--- config.mk ---
export PLATFORM = sky130hd
export DESIGN_NAME = chas_status_bank
export DESIGN_NICKNAME = d
export VERILOG_FILES = /design/src/common/chas_pkg.sv /design/src/rtl/chas_bit_sync.sv /design/src/rtl/chas_status_bank.sv
export SDC_FILE = /design/constraint.sdc
export NUM_CORES = 1
export LEC_CHECK = 0
export BUFFER_PORTS_ARGS = -buffer_cell sky130_fd_sc_hd__buf_4
export CORE_MARGIN = 5
export CORE_UTILIZATION = 32
export DETAILED_ROUTE_END_ITERATION = 12
export GPL_ROUTABILITY_DRIVEN = 0
export PLACE_DENSITY = 0.54
export SYNTH_ARGS = -nofsm -noshare
export SYNTH_HDL_FRONTEND = slang
export SYNTH_SLANG_ARGS = --single-unit
export TNS_END_PERCENT = 1
--- constraint.sdc ---
create_clock -name core_clk -period 6.72 [get_ports core_clk]
set_input_delay 0.336 -clock core_clk [delete_from_list [all_inputs] [get_ports core_clk]]
set_output_delay 0.336 -clock core_clk [all_outputs]
set_load 0.02 [all_outputs]
--- src/common/chas_pkg.sv ---
package chas_pkg;

  // ************************************************************
  // Register map
  // ************************************************************
  localparam int          ADDR_W        = 8;
  localparam logic [7:0]  OFF_STATUS    = 8'h00;
  localparam logic [7:0]  OFF_CTRL      = 8'h04;
  localparam logic [7:0]  OFF_INT_STAT  = 8'h08;
  localparam logic [7:0]  OFF_INT_EN    = 8'h0c;
  localparam logic [7:0]  OFF_INT_CLR   = 8'h10;

  localparam int          BIT_ANALOG    = 4;
  localparam int          BIT_FIFO      = 3;
  localparam int          BIT_LOCK      = 2;
  localparam int          BIT_LOSS      = 1;
  localparam logic [7:0]  STATUS_RESET  = 8'h00;
  localparam logic [3:0]  INT_RESET     = 4'h0;

  // ************************************************************
  // Detector figures
  // ************************************************************
  localparam int          ZERO_RUN_BITS = 160;
  localparam int          DENSITY_WIN   = 32;
  localparam int          DENSITY_PCT   = 33;
  localparam int          DENSITY_MIN   =
    (DENSITY_WIN * DENSITY_PCT + 99) / 100;
  localparam int          LIMIT_MARGIN  = 2;
  localparam int          FIFO_SMALL    = 16;
  localparam int          FIFO_LARGE    = 32;
  localparam int          LOCK_WINDOW   = 2000;
  localparam int          LOCK_PPM      = 5000;
  localparam int          LOCK_TOL      =
    LOCK_WINDOW * LOCK_PPM / 1000000;

  // ************************************************************
  // Types
  // ************************************************************
  typedef enum logic [2:0] {
    RATE_E3   = 3'b001,
    RATE_DS3  = 3'b010,
    RATE_STS1 = 3'b100
  } chas_rate_type;

  typedef enum logic [1:0] {
    LOS_CLEAR    = 2'b01,
    LOS_DECLARED = 2'b10
  } chas_los_type;

  typedef struct packed {
    logic          attenEnable;
    logic          fifoLarge;
    logic          synthMode;
    chas_rate_type rate;
  } chas_ctrl_type;

  localparam chas_ctrl_type CTRL_RESET = '{1'b0, 1'b0, 1'b0, RATE_DS3};

  typedef struct packed {
    logic analogLoss;
    logic fifoAlarm;
    logic lockLost;
    logic channelLoss;
  } chas_alarm_type;

endpackage

--- src/rtl/chas_bit_sync.sv ---
module chas_bit_sync #(
  parameter int WIDTH = 1
) (
  input  wire logic             core_clk,
  input  wire logic             reset_n,
  input  wire logic             cke,
  input  wire logic [WIDTH-1:0] asyncIn,
  output logic      [WIDTH-1:0] syncOut
);

  // ************************************************************
  // Two-stage synchroniser
  // ************************************************************
  // The first stage feeds only the second one.
  logic [WIDTH-1:0] stage1;

  always_ff @(posedge core_clk) begin
    if (!reset_n) begin
      stage1  <= '0;
      syncOut <= '0;
    end else if (cke) begin
      stage1  <= asyncIn;
      syncOut <= stage1;
    end
  end

endmodule

--- src/rtl/chas_status_bank.sv ---
// Local design decisions: register access over APB and the placing of the registers.
module chas_status_bank #(
  parameter int LOCK_WINDOW = chas_pkg::LOCK_WINDOW,
  parameter int FILL_W      = 6
) (
  input  wire logic                       core_clk,
  input  wire logic                       reset_n,
  input  wire logic                       cke,
  input  wire logic                       psel,
  input  wire logic                       penable,
  input  wire logic                       pwrite,
  input  wire logic [chas_pkg::ADDR_W-1:0] paddr,
  input  wire logic [31:0]                pwdata,
  output logic      [31:0]                prdata,
  output logic                            pready,
  output logic                            pslverr,
  output logic                            irq,
  input  wire logic                       ampBelowDeclare,
  input  wire logic                       ampAboveClear,
  input  wire logic                       bitEnable,
  input  wire logic                       linePulse,
  input  wire logic [FILL_W-1:0]          fifoFill,
  input  wire logic                       recClkTick,
  input  wire logic                       e3_reference_clock,
  input  wire logic                       ds3_reference_clock,
  input  wire logic                       sts1_reference_clock,
  input  wire logic                       synthClkTick
);

  localparam int ZW = $clog2(chas_pkg::ZERO_RUN_BITS + 1);
  localparam int DW = $clog2(chas_pkg::DENSITY_WIN + 1);
  localparam int LW = $clog2(LOCK_WINDOW + chas_pkg::LOCK_TOL + 2);

  chas_pkg::chas_ctrl_type  ctrl;
  chas_pkg::chas_alarm_type alarm;
  logic                     analogLoss;
  logic                     fifoAlarm;
  logic                     lockLost;
  chas_pkg::chas_los_type   losState;
  logic [7:0]               statusReg;
  logic [3:0]               intStatus;
  logic [3:0]               intEnable;
  logic [3:0]               prevAlarm;
  logic [1:0]               ampSync;
  logic                     dsRate;
  logic                     digitalLoss;
  logic [ZW-1:0]            zeroRun;
  logic [DW-1:0]            winCount;
  logic [DW-1:0]            pulseCount;
  logic [LW-1:0]            refCount;
  logic [LW-1:0]            recCount;
  logic [LW-1:0]            next_recCount;
  logic                     refTick;
  logic                     windowEnd;
  logic [FILL_W:0]          fifoTop;
  logic                     access;
  logic                     wrStrobe;
  logic                     mapped;

  // ************************************************************
  // Pin synchronisation
  // ************************************************************
  chas_bit_sync #(
    .WIDTH (2)
  ) ampSyncCell (
    .core_clk (core_clk),
    .reset_n  (reset_n),
    .cke      (cke),
    .asyncIn  ({ampAboveClear, ampBelowDeclare}),
    .syncOut  (ampSync)
  );

  // The E3 path uses a different detector kept outside this bank.
  assign dsRate = (ctrl.rate == chas_pkg::RATE_DS3) ||
                  (ctrl.rate == chas_pkg::RATE_STS1);

  // ************************************************************
  // Analog loss detector
  // ************************************************************
  always_ff @(posedge core_clk) begin
    if (!reset_n) begin
      analogLoss <= 1'b0;
    end else if (cke) begin
      if (!dsRate) begin
        analogLoss <= 1'b0;
      end else if (ampSync[0]) begin
        analogLoss <= 1'b1;
      end else if (ampSync[1]) begin
        analogLoss <= 1'b0;
      end
    end
  end

  // ************************************************************
  // Digital loss detector
  // ************************************************************
  // Density is judged only over whole windows, so clearing lags a
  // restored signal by up to two windows; this avoids early clears.
  always_ff @(posedge core_clk) begin
    if (!reset_n) begin
      zeroRun <= '0;
    end else if (cke && bitEnable) begin
      if (linePulse) begin
        zeroRun <= '0;
      end else if (zeroRun != ZW'(chas_pkg::ZERO_RUN_BITS)) begin
        zeroRun <= zeroRun + ZW'(1);
      end
    end
  end

  always_ff @(posedge core_clk) begin
    if (!reset_n) begin
      winCount   <= '0;
      pulseCount <= '0;
    end else if (cke && bitEnable) begin
      if (winCount == DW'(chas_pkg::DENSITY_WIN - 1)) begin
        winCount   <= '0;
        pulseCount <= '0;
      end else begin
        winCount   <= winCount + DW'(1);
        pulseCount <= pulseCount + DW'(linePulse);
      end
    end
  end

  always_ff @(posedge core_clk) begin
    if (!reset_n) begin
      losState <= chas_pkg::LOS_CLEAR;
    end else if (cke) begin
      case (losState)
        chas_pkg::LOS_CLEAR: begin
          if (dsRate && bitEnable && !linePulse &&
              zeroRun == ZW'(chas_pkg::ZERO_RUN_BITS - 1)) begin
            losState <= chas_pkg::LOS_DECLARED;
          end
        end
        chas_pkg::LOS_DECLARED: begin
          if (!dsRate) begin
            losState <= chas_pkg::LOS_CLEAR;
          end else if (bitEnable &&
              winCount == DW'(chas_pkg::DENSITY_WIN - 1) &&
              pulseCount + DW'(linePulse) >=
              DW'(chas_pkg::DENSITY_MIN)) begin
            losState <= chas_pkg::LOS_CLEAR;
          end
        end
        default: losState <= chas_pkg::LOS_CLEAR;
      endcase
    end
  end

  assign digitalLoss = (losState == chas_pkg::LOS_DECLARED);

  // ************************************************************
  // Jitter attenuator FIFO limit alarm
  // ************************************************************
  assign fifoTop = ctrl.fifoLarge ? (FILL_W+1)'(chas_pkg::FIFO_LARGE)
                                  : (FILL_W+1)'(chas_pkg::FIFO_SMALL);

  always_ff @(posedge core_clk) begin
    if (!reset_n) begin
      fifoAlarm <= 1'b0;
    end else if (cke) begin
      fifoAlarm <= ctrl.attenEnable &&
        ({1'b0, fifoFill} <= (FILL_W+1)'(chas_pkg::LIMIT_MARGIN) ||
         {1'b0, fifoFill} + (FILL_W+1)'(chas_pkg::LIMIT_MARGIN) >=
         fifoTop);
    end
  end

  // ************************************************************
  // Loss of lock
  // ************************************************************
  // Ticks are one-cycle strobes from the rate prescalers.
  always_comb begin
    if (ctrl.synthMode) begin
      refTick = synthClkTick;
    end else begin
      case (ctrl.rate)
        chas_pkg::RATE_E3:   refTick = e3_reference_clock;
        chas_pkg::RATE_DS3:  refTick = ds3_reference_clock;
        chas_pkg::RATE_STS1: refTick = sts1_reference_clock;
        default:             refTick = 1'b0;
      endcase
    end
  end

  assign windowEnd     = refTick &&
                         refCount == LW'(LOCK_WINDOW - 1);
  assign next_recCount = (&recCount) ? recCount
                                     : recCount + LW'(recClkTick);

  always_ff @(posedge core_clk) begin
    if (!reset_n) begin
      refCount <= '0;
      recCount <= '0;
      lockLost <= 1'b0;
    end else if (cke) begin
      if (windowEnd) begin
        refCount <= '0;
        recCount <= '0;
        lockLost <=
          next_recCount >= LW'(LOCK_WINDOW + chas_pkg::LOCK_TOL) ||
          next_recCount <= LW'(LOCK_WINDOW - chas_pkg::LOCK_TOL);
      end else begin
        refCount <= refCount + LW'(refTick);
        recCount <= next_recCount;
      end
    end
  end

  // ************************************************************
  // Status register
  // ************************************************************
  // Each detector keeps its own flop; the struct gathers them and ORs analogLoss with digitalLoss for channelLoss.
  assign alarm = '{analogLoss, fifoAlarm, lockLost,
                   analogLoss || digitalLoss};

  always_ff @(posedge core_clk) begin
    if (!reset_n) begin
      statusReg <= chas_pkg::STATUS_RESET;
    end else if (cke) begin
      statusReg                       <= chas_pkg::STATUS_RESET;
      statusReg[chas_pkg::BIT_ANALOG] <= alarm.analogLoss;
      statusReg[chas_pkg::BIT_FIFO]   <= alarm.fifoAlarm;
      statusReg[chas_pkg::BIT_LOCK]   <= alarm.lockLost;
      statusReg[chas_pkg::BIT_LOSS]   <= alarm.channelLoss;
    end
  end

  // ************************************************************
  // Interrupts
  // ************************************************************
  // A new rise beats a clear written in the same cycle.
  always_ff @(posedge core_clk) begin
    if (!reset_n) begin
      prevAlarm <= chas_pkg::INT_RESET;
      intStatus <= chas_pkg::INT_RESET;
      irq       <= 1'b0;
    end else if (cke) begin
      prevAlarm <= alarm;
      intStatus <= (intStatus & ~((wrStrobe &&
                   paddr == chas_pkg::OFF_INT_CLR) ? pwdata[3:0]
                   : 4'h0)) | (alarm & ~prevAlarm);
      irq       <= |(intStatus & intEnable);
    end
  end

  // ************************************************************
  // APB slave
  // ************************************************************
  // One wait state per transfer so that read data come from a flop.
  assign access   = psel && penable;
  assign wrStrobe = access && pready && pwrite;
  assign mapped   = paddr == chas_pkg::OFF_STATUS   ||
                    paddr == chas_pkg::OFF_CTRL     ||
                    paddr == chas_pkg::OFF_INT_STAT ||
                    paddr == chas_pkg::OFF_INT_EN   ||
                    paddr == chas_pkg::OFF_INT_CLR;

  always_ff @(posedge core_clk) begin
    if (!reset_n) begin
      pready  <= 1'b0;
      pslverr <= 1'b0;
      prdata  <= 32'h0;
    end else if (cke) begin
      pready  <= access && !pready;
      pslverr <= access && !pready && !mapped;
      prdata  <= 32'h0;
      if (access && !pready && !pwrite) begin
        case (paddr)
          chas_pkg::OFF_STATUS:   prdata <= {24'h0, statusReg};
          chas_pkg::OFF_CTRL:     prdata <= {26'h0, ctrl};
          chas_pkg::OFF_INT_STAT: prdata <= {28'h0, intStatus};
          chas_pkg::OFF_INT_EN:   prdata <= {28'h0, intEnable};
          default:                prdata <= 32'h0;
        endcase
      end
    end
  end

  always_ff @(posedge core_clk) begin
    if (!reset_n) begin
      ctrl      <= chas_pkg::CTRL_RESET;
      intEnable <= chas_pkg::INT_RESET;
    end else if (cke && wrStrobe) begin
      if (paddr == chas_pkg::OFF_CTRL) begin
        ctrl.attenEnable <= pwdata[5];
        ctrl.fifoLarge   <= pwdata[4];
        ctrl.synthMode   <= pwdata[3];
        case (pwdata[2:0])
          3'h1:    ctrl.rate <= chas_pkg::RATE_E3;
          3'h4:    ctrl.rate <= chas_pkg::RATE_STS1;
          default: ctrl.rate <= chas_pkg::RATE_DS3;
        endcase
      end
      if (paddr == chas_pkg::OFF_INT_EN) begin
        intEnable <= pwdata[3:0];
      end
    end
  end
endmodule
## Yosys cells after proc, flatten, opt, wreduce, memory -nomap -nowiden

Cells that the tools add are included.

- $add $sub $neg: 6
- $lt $le $gt $ge: 5
- Eq/ne operators: 18
- Multiplexer cells: 21
- Bitwise logic cells: 6
- Reductions and logical operators: 38

Operators with widths:

| cell | count |
|---|---|
| 2-to-1 mux 11 bit | 3 |
| 2-to-1 mux 6 bit | 4 |
| one-hot mux 6 bit (4 select lines) | 1 |
| adder 11 x 1 -> 11 bit | 2 |
| == test 8 x 4 -> 1 bit (second input constant) | 2 |
| logical AND 1 bit | 16 |
| 2-to-1 mux 8 bit | 2 |
| bitwise AND 4 bit | 3 |
| == test 11 bit (second input constant) | 1 |
| greater-or-equal comparator 11 bit (second input constant) | 1 |
| <= comparator 11 bit (second input constant) | 1 |
| AND reduction 11 bit | 1 |
| AND reduction 2 bit | 5 |
| adder 8 x 1 -> 8 bit (second input constant) | 1 |
| == test 8 x 3 -> 1 bit (second input constant) | 1 |
| == test 8 x 5 -> 1 bit (second input constant) | 1 |
| == test 8 bit (second input constant) | 1 |
| logical NOT 8 bit | 1 |
| logical OR 1 bit | 8 |
| != test 8 bit (second input constant) | 1 |
| NOT 4 bit | 2 |
| adder 6 x 2 -> 7 bit (second input constant) | 1 |
| greater-or-equal comparator 7 x 6 -> 1 bit | 1 |
| adder 6 x 1 -> 6 bit | 1 |
| 23 further kinds | 33 |

- Flip-flop bits (word level): 104
- Input port bits: 61
- Output and inout bits: 35

## Depth between registers and ports, before layout

Gate-level depths: netlist of the first run.

- Depth in word-level cells: 8
- Gate-level depth with buffers: 10
- Mapped depth without buffers: 10

## By module

From an unflattened synthesis of the first run, not the netlist that was laid out.

- Cell total of the unflattened synthesis: 518
- Area, all modules: 4246.6 µm²

Modules (own cells, without submodules):

| module | times used | cells each | area an instance (µm²) |
|---|---|---|---|
| chas_status_bank | 1 | 505 | 4090.2 |
| chas_bit_sync | 1 | 13 | 156.4 |

## Least setup slack after synthesis of the first run

OpenSTA, ideal clock, no wires.

- Path type: input-to-reg
- From: input port recClkTick
- To: register recCount[6]
- Setup time: 0.070 ns
- Arrival time: 2.167 ns
- Slack: 4.482 ns
- Stages on the path: 9
- Path through: ha_1 > ha_1 > clkbuf_1 > and3_1 > clkbuf_1 > a31oi_1 > a31o_2 > or3b_2 > a21oi_1

- Longest elaborated chain between the ends: 3

RTL lines:

| element | line | RTL |
|---|---|---|
| start, declared | chas_status_bank.sv:23 | `input wire logic recClkTick,` |
| adder 11 x 1 -> 11 bit | chas_status_bank.sv:191 | `: recCount + LW'(recClkTick);` |
| 2-to-1 mux 11 bit | chas_status_bank.sv:190 | `assign next_recCount = (&recCount) ? recCount` |
| 2-to-1 mux 11 bit | chas_status_bank.sv:199 | `if (windowEnd) begin` |
| end signal, assigned | chas_status_bank.sv:207 | `recCount <= next_recCount;` |
| end, declared | chas_status_bank.sv:51 | `logic [LW-1:0] recCount;` |

Every way passes these cells.
A chain may end at the register's enable or synchronous reset.

## Worst setup path in the final report of the first run

- From: register ctrl[2] in the netlist's numbering
- To: register refCount[8]

- Longest elaborated chain between the ends: 5
- Elaborated cells on any way between the ends: 8
- Those cells by class: add/sub: 1; eq/ne: 3; mux: 3; reduce/logical: 1

RTL lines:

| element | line | RTL |
|---|---|---|
| start, declared | chas_status_bank.sv:34 | `chas_pkg::chas_ctrl_type ctrl;` |
| start signal, assigned | chas_status_bank.sv:284 | `ctrl <= chas_pkg::CTRL_RESET;` |
| == test 3 bit, or another cell as far along | chas_status_bank.sv:179 | `case (ctrl.rate)` |
| one-hot mux 1 bit (3 select lines) (*) | chas_status_bank.sv:179 |  |
| 2-to-1 mux 1 bit (*) | chas_status_bank.sv:176 | `if (ctrl.synthMode) begin` |
| adder 11 x 1 -> 11 bit / logical AND 1 bit (equally long branches) | chas_status_bank.sv:206, chas_status_bank.sv:188 |  |
| 2-to-1 mux 11 bit (*) | chas_status_bank.sv:199 |  |
| end signal, assigned | chas_status_bank.sv:206 | `refCount <= refCount + LW'(refTick);` |
| end, declared | chas_status_bank.sv:50 | `logic [LW-1:0] refCount;` |

Mark *: on every way between the ends. The rest lies on a longest branch, timed or not.

==> impl_metrics.py, run 1 <==
metrics = {
    "yosys": {
        "synth_flop_cell": "dfxtp_1",
        "synth_area_leaders": "dfxtp_1, nor2_1, buf_4",
        "synth.avg_cell_area_um2": 8.39,
        "synth_top_cell_area_share_pct": 37.0,
        "yosys.cell_count.top_type": "dfxtp_1",
        "synth-edff-count": 0,
        "synth_top_area_cell": "dfxtp_1",
        "synth_cells": 503,
        "ys_types": 59,
        "synth_warnings": 0,
        "synth_common_cells": "dfxtp_1, nor2_1, nand2_1, a21oi_1, buf_4",
        "ys_seq_area_share_pct": 37.0,
        "synth-async-reset-ratio_pct": 0,
        "mappedNetlistArea_um2": 4220,
        "ys_ff_latch": 78,
    },
    "layout": {
        "num-nets-final": 605,
        "seq_area_um2": 1560,
        "multi_input_area_um2": 2430,
        "fillers": 1346,
        "layout-drive-gt1-share_pct": 13.6,
        "diodes": 0,
        "area_delta_synth_final_pct": 15.1,
    },
    "clock_tree": {
        "cts_resized": 0,
        "cts_htree_levels": 3,
        "post-cts-setup-buffer-count": 0,
        "cts_buffers": 9,
        "clk_latency_ns": 0.33,
        "cts_tree": "built",
        "hold_buffers": 0,
        "cts.reportedPaths.clkPinSlew_ns": 0.06,
        "cts.sinks": 78,
        "clk_path_buf_depth": 2,
        "root_buffer": "clkbuf_16",
    },
    "power": {
        "p_seq_share_pct": 47.1,
        "ir_drop_uv": 111,
        "power.density_nw_per_um2": 207,
        "sw_frac_of_total_pct": 23.0,
        "switching_power_uw": 231,
        "power_frac_clock_pct": 44.7,
        "cell_internal_pwr_uw": 773,
        "leakagePower_uw": 0.00177,
        "pwr-share-comb_pct": 8.2,
    },
    "detailed_routing": {
        "vias_per_cell": 5.03,
        "wl_met2_um": 4800,
        "drt-total-wl_um": 9810,
        "wl_met1_um": 4510,
        "met3_length_um": 387,
        "drt-initial-drc-count": 193,
        "firstDrtPassIters": 4,
        "wl_per_cell_um": 13.8,
        "antenna_left": 0,
        "vias": 3579,
        "highest_layer": "met4",
        "drc_errors": 0,
    },
    "die": {
        "die_area_um2": 15600,
        "io_pins": 96,
        "die_y_um": 125,
        "fp.coreArea_um2": 13100,
        "die_w_um": 125,
        "start_util_pct": 32.3,
        "rows": 42,
    },
    "grt": {
        "antenna_found_initial": 0,
        "overflow": 0,
        "grt_pass1_wl_um": 16600,
        "grt_max_degree": 41,
        "track_usage_pct": 12.7,
        "first_global_vias": 3359,
    },
    "setup_path": {
        "slowest_delay_ns": 0.48,
        "required_ns": 6.93,
        "startpoint_type": "flop",
        "cp_cell_sequence": "nand3b_1 -> a211oi_1 -> or2_2 -> ha_1 -> ha_1 -> nand4_1 -> nor2_1 -> and3_1 -> xnor2_1 -> nor2_1",
        "crit_path_max_fanout": 6,
        "crit_path_top_delay_cell": "a211oi_1",
        "arrival_ns": 2.68,
        "crit_path_end_kind": "flop",
        "path_class": "reg -> reg",
        "path_buf_inv": 0,
        "critPathTopFamily": "simple AND/OR/NAND/NOR gates",
    },
    "sta": {
        "slew_viol_final": 0,
        "holdWs_ns": 0.244,
        "timing.setup.tns_ns": 0,
        "rsz0062_at_grt": "no",
        "finalCritPeriodShare_pct": 36.7,
        "clock-skew-final_ns": 0.00516,
        "fmax_mhz": 405,
        "finalHoldViolCount": 0,
        "setup_viol": 0,
        "period_needed_ns": 2.47,
        "relSlewSlack_pct": 43.5,
        "tightest_slew_ns": 0.846,
    },
    "placed_design": {
        "portBuffers": 43,
        "hpwl_um": 7000,
    },
    "run": {
        "maxCapViolations": 0,
    },
    "status": {
        "outcome": "finished clean",
    },
    "worst_hold_path": {
        "hp-class": "in -> reg",
    },
}
-- worst min-delay path, delay by kind of cell --
family	cells	cell delay, ns
simple gates	1	0.07
buf+inv	1	0.07
mux	1	0.05
-- state kept, by name (all words and copies together), names as in the netlist, 4 cells and up --
signal / count
recCount: 11
prdata: 6
ctrl: 6
refCount: 11
intStatus: 4
winCount: 6
pulseCount: 6
prevAlarm: 4
zeroRun: 8
intEnable: 4
-- stage by stage --
stage | utilization [%] | cell area (µm²) | std cells | power (µW) | setup WS [ns]
floorplan | - | 4310 | 528 | 546 | 4.48
global placement | 35.0 | 4580 | 698 | 564 | 4.29
detailed placement | 35.0 | 4580 | 698 | 565 | 4.27
global route | 37.1 | 4860 | 712 | 1050 | 3.99
finish | 37.1 | 4860 | 712 | 1000 | 4.25
CTS | 37.1 | 4860 | 712 | 1020 | 4.27
-- final cells by class --
type / instances / share of cell area, %
inverter: 10 / 0.773
clock inverter: 1 / 0.103
timing repair buffer: 45 / 6.95
multi-input combinational: 389 / 49.9
sequential: 78 / 32.1
tap: 176 / 4.53
clock buffer: 13 / 5.56
-- cell usage in the layout, fill, tap and decap left out, types with 11 or more instances in the layout --
cell / instances
dfxtp_1: 78
nor2_1: 57
nand2_1: 46
buf_4: 45
a21oi_1: 32
conb_1: 26
nand3_1: 24
mux2i_1: 18
o21ai_0: 16
nor3_1: 13
xnor2_1: 12
xor2_1: 11
ha_1: 11
-- per-layer routing --
layer / GRT usage [%] / vias up
met4: 3.83 / 0
met1: 17.2 / 1689
li1: - / 1811
met2: 20.5 / 68
met5: 0 / -
met3: 2.32 / 11
-- power groups by stage --
stage | clock network (µW) | registers, µW | logic [µW]
after detailed placement | 0 | 483 | 82.3
after global routing | 483 | 474 | 92.0
after CTS | 461 | 473 | 82.6
final | 449 | 473 | 81.9
after global placement | 0 | 483 | 80.9
after floorplan | 0 | 483 | 63.0
-- logic make-up (layout without fill, tap and decap cells) --
logic type / after synthesis / in the layout / synth area share, %
AO/OA/AOI/OAI: 105 / 105 / 16.0
adder cells (fa/ha/maj): 11 / 11 / 3.26
flip-flops: 78 / 78 / 37.0
XOR/XNOR: 23 / 23 / 4.77
AND/OR/NAND/NOR: 202 / 202 / 25.0
buffers and inverters: 61 / 69 / 7.74
other: 1 / 26 / 0.0889
multiplexers: 22 / 22 / 6.14
-- worst paths after layout --
kind                            slack [ns]                  startpoint  cells after the start                          to
worst min register to register        0.46  pulseCount[0]$_SDFFE_PN0P_                      2  pulseCount[0]$_SDFFE_PN0P_
worst min-delay path                  0.24                   pwdata[5]                      3        ctrl[5]$_SDFFE_PN0P_
worst max register to register        4.25        ctrl[2]$_SDFFE_PN0P_                     10    refCount[8]$_SDFFE_PN0P_
worst max-delay path                  4.25        ctrl[2]$_SDFFE_PN0P_                     10    refCount[8]$_SDFFE_PN0P_
Power figures use the tool's default switching activity.
==> run 2, diff against run 1 <==
--- a/config.mk
+++ b/config.mk
@@ -10,7 +10,7 @@
 export CORE_UTILIZATION = 32
 export DETAILED_ROUTE_END_ITERATION = 12
 export GPL_ROUTABILITY_DRIVEN = 0
-export PLACE_DENSITY = 0.54
+export PLACE_DENSITY = 0.56
 export SYNTH_ARGS = -nofsm -noshare
 export SYNTH_HDL_FRONTEND = slang
 export SYNTH_SLANG_ARGS = --single-unit
==> constraint.sdc (replaced) <==
create_clock -name core_clk -period 2.1 [get_ports core_clk]
set_input_delay 0.105 -clock core_clk [delete_from_list [all_inputs] [get_ports core_clk]]
set_output_delay 0.105 -clock core_clk [all_outputs]
set_load 0.02 [all_outputs]
==> impl_metrics.py, run 2 (synthesized netlist as in run 1, its figures left out) <==
metrics = {
    "clock_tree": {
        "cts.sinks": 78,
        "post-cts-setup-buffer-count": 0,
        "clk_latency_ns": 0.33,
        "cts_htree_levels": 3,
        "root_buffer": "clkbuf_16",
        "cts_tree": "built",
        "hold_buffers": 0,
        "cts.reportedPaths.clkPinSlew_ns": 0.06,
        "cts_buffers": 9,
        "clk_path_buf_depth": 2,
    },
    "worst_hold_path": {
        "hold_start": "pwdata[4]",
        "hp-class": "in -> reg",
        "min_path_cells": 3,
        "hold_path_end": "ctrl[4]$_SDFFE_PN0P_",
    },
    "setup_path": {
        "ff2ff_path_depth": 11,
        "r2r_slack_ns": 0.04,
        "path_buf_inv": 1,
        "crit_path_max_fanout": 5,
        "required_ns": 2.30,
        "startpoint_type": "flop",
        "crit_path_top_delay_cell": "dfxtp_2",
        "critPathTopFamily": "simple AND/OR/NAND/NOR gates",
        "r2r-start": "ctrl[2]$_SDFFE_PN0P_",
        "worst-path-stages": 11,
        "crit_path_end_kind": "flop",
        "arrival_ns": 2.27,
        "path_class": "reg -> reg",
        "slowest_delay_ns": 0.34,
        "timing.rr.end": "refCount[8]$_SDFFE_PN0P_",
        "path_common_cell": "ha_4",
        "cp_cell_sequence": "nand3b_1 -> a211oi_2 -> buf_4 -> or2_4 -> ha_4 -> ha_4 -> nand4_1 -> nor2_2 -> and3_1 -> xnor2_1 -> nor2_1",
    },
    "placed_design": {
        "portBuffers": 43,
        "hpwl_um": 7460,
        "pre_cts_ws_ns": -0.117,
    },
    "die": {
        "rows": 42,
        "io_pins": 96,
        "die_w_um": 125,
        "die_area_um2": 15600,
        "start_util_pct": 32.3,
        "fp.coreArea_um2": 13100,
        "die_y_um": 125,
    },
    "power": {
        "leakagePower_uw": 0.00193,
        "pwr-share-comb_pct": 8.5,
        "power.density_nw_per_um2": 643,
        "power_frac_clock_pct": 45.8,
        "sw_frac_of_total_pct": 23.3,
        "p_seq_share_pct": 45.6,
        "cell_internal_pwr_uw": 2550,
        "switching_power_uw": 772,
        "ir_drop_uv": 393,
    },
    "sta": {
        "tightest_slew_ns": 0.651,
        "clock-skew-final_ns": 0.00940,
        "setup_ws_ns": 0.0367,
        "relSlewSlack_pct": 56.6,
        "finalHoldViolCount": 0,
        "timing.setup.tns_ns": 0,
        "finalCritPeriodShare_pct": 98.3,
        "setup_viol": 0,
        "fmax_mhz": 485,
        "slew_viol_final": 0,
        "rsz0062_at_grt": "yes",
        "period_needed_ns": 2.06,
    },
    "detailed_routing": {
        "vias": 3694,
        "drc_errors": 0,
        "antenna_left": 0,
        "firstDrtPassIters": 4,
        "drt-total-wl_um": 10200,
        "drt-initial-drc-count": 118,
        "wl_per_cell_um": 13.8,
        "vias_per_cell": 4.99,
    },
    "layout": {
        "diodes": 0,
        "reg_top3": "recCount x11, refCount x11, zeroRun x8",
        "layout-drive-gt1-share_pct": 19.8,
        "fillers": 1330,
        "layout_commonest_cell": "dfxtp_1",
        "final_cell_mix": "dfxtp_1, buf_4, nor2_1, nand2_1, a21oi_1",
        "num-nets-final": 634,
        "final_core_util_pct": 39.4,
        "area_delta_synth_final_pct": 22.2,
    },
    "grt": {
        "track_usage_pct": 13.1,
        "grt_pass1_wl_um": 17000,
        "first_global_vias": 3562,
        "overflow": 0,
        "grt_max_degree": 37,
        "antenna_found_initial": 0,
    },
    "run": {
        "maxCapViolations": 0,
    },
    "status": {
        "outcome": "finished clean",
    },
}
## run 2: how the worst max path moves through the flow
stage / from / to / slack, ns
floorplan: recCount[0]$_SDFFE_PN0P_ / recCount[6]$_SDFFE_PN0P_ / 0.05
global placement: ctrl[2]$_SDFFE_PN0P_ / refCount[8]$_SDFFE_PN0P_ / -0.10
detailed placement: ctrl[2]$_SDFFE_PN0P_ / refCount[8]$_SDFFE_PN0P_ / -0.12
CTS: ctrl[1]$_SDFFE_PN1P_ / refCount[8]$_SDFFE_PN0P_ / 0.03
global route: ctrl[2]$_SDFFE_PN0P_ / refCount[8]$_SDFFE_PN0P_ / -0.11
finish: ctrl[2]$_SDFFE_PN0P_ / refCount[8]$_SDFFE_PN0P_ / 0.04
## run 2: stage by stage
stage	cell area, µm²	hold WS, ns	cells	power [µW]
after global placement	4830	0.343	727	1820
final	5160	0.0222	741	3320
after CTS	5150	0.0121	741	3370
after floorplan	4320	0.252	528	1750
after global routing	5160	0.0195	741	3470
after detailed placement	4830	0.358	727	1830
## run 2: cell type report
class,count,area [µm²],share of cell area (%)
repair buffers,74,581,11.3
multi-input cells,389,2470,47.8
flip-flops and latches,78,1560,30.3
inverters,10,37.5,0.728
clock inverters,4,48.8,0.946
well taps,176,220,4.27
clock buffers,10,239,4.63
## run 2: worst min-delay path, cell delays in order
cell and delay, ns:
buf_4 0.08, mux2i_1 0.06, nor2_1 0.07
## run 2: repair_timing
action,CTS,global route
setup endpoints to repair,3,9
hold endpoints to repair,0,0
pin swaps,3,4
gates resized for setup,7,7
## run 2: routing by layer
metal	routed length, µm	GRT usage (%)
met1	4720	16.6
met2	4890	21.3
met3	374	2.74
met4	228	5.74
met5	0	0
## run 2: power groups by stage
stage / sequential (µW) / clock [µW] / combinational [µW]
2_1_floorplan: 1540 / 0 / 202
5_1_grt: 1520 / 1640 / 314
4_1_cts: 1510 / 1570 / 284
6_report: 1510 / 1520 / 283
3_5_place_dp: 1550 / 0 / 280
3_3_place_gp: 1550 / 0 / 275
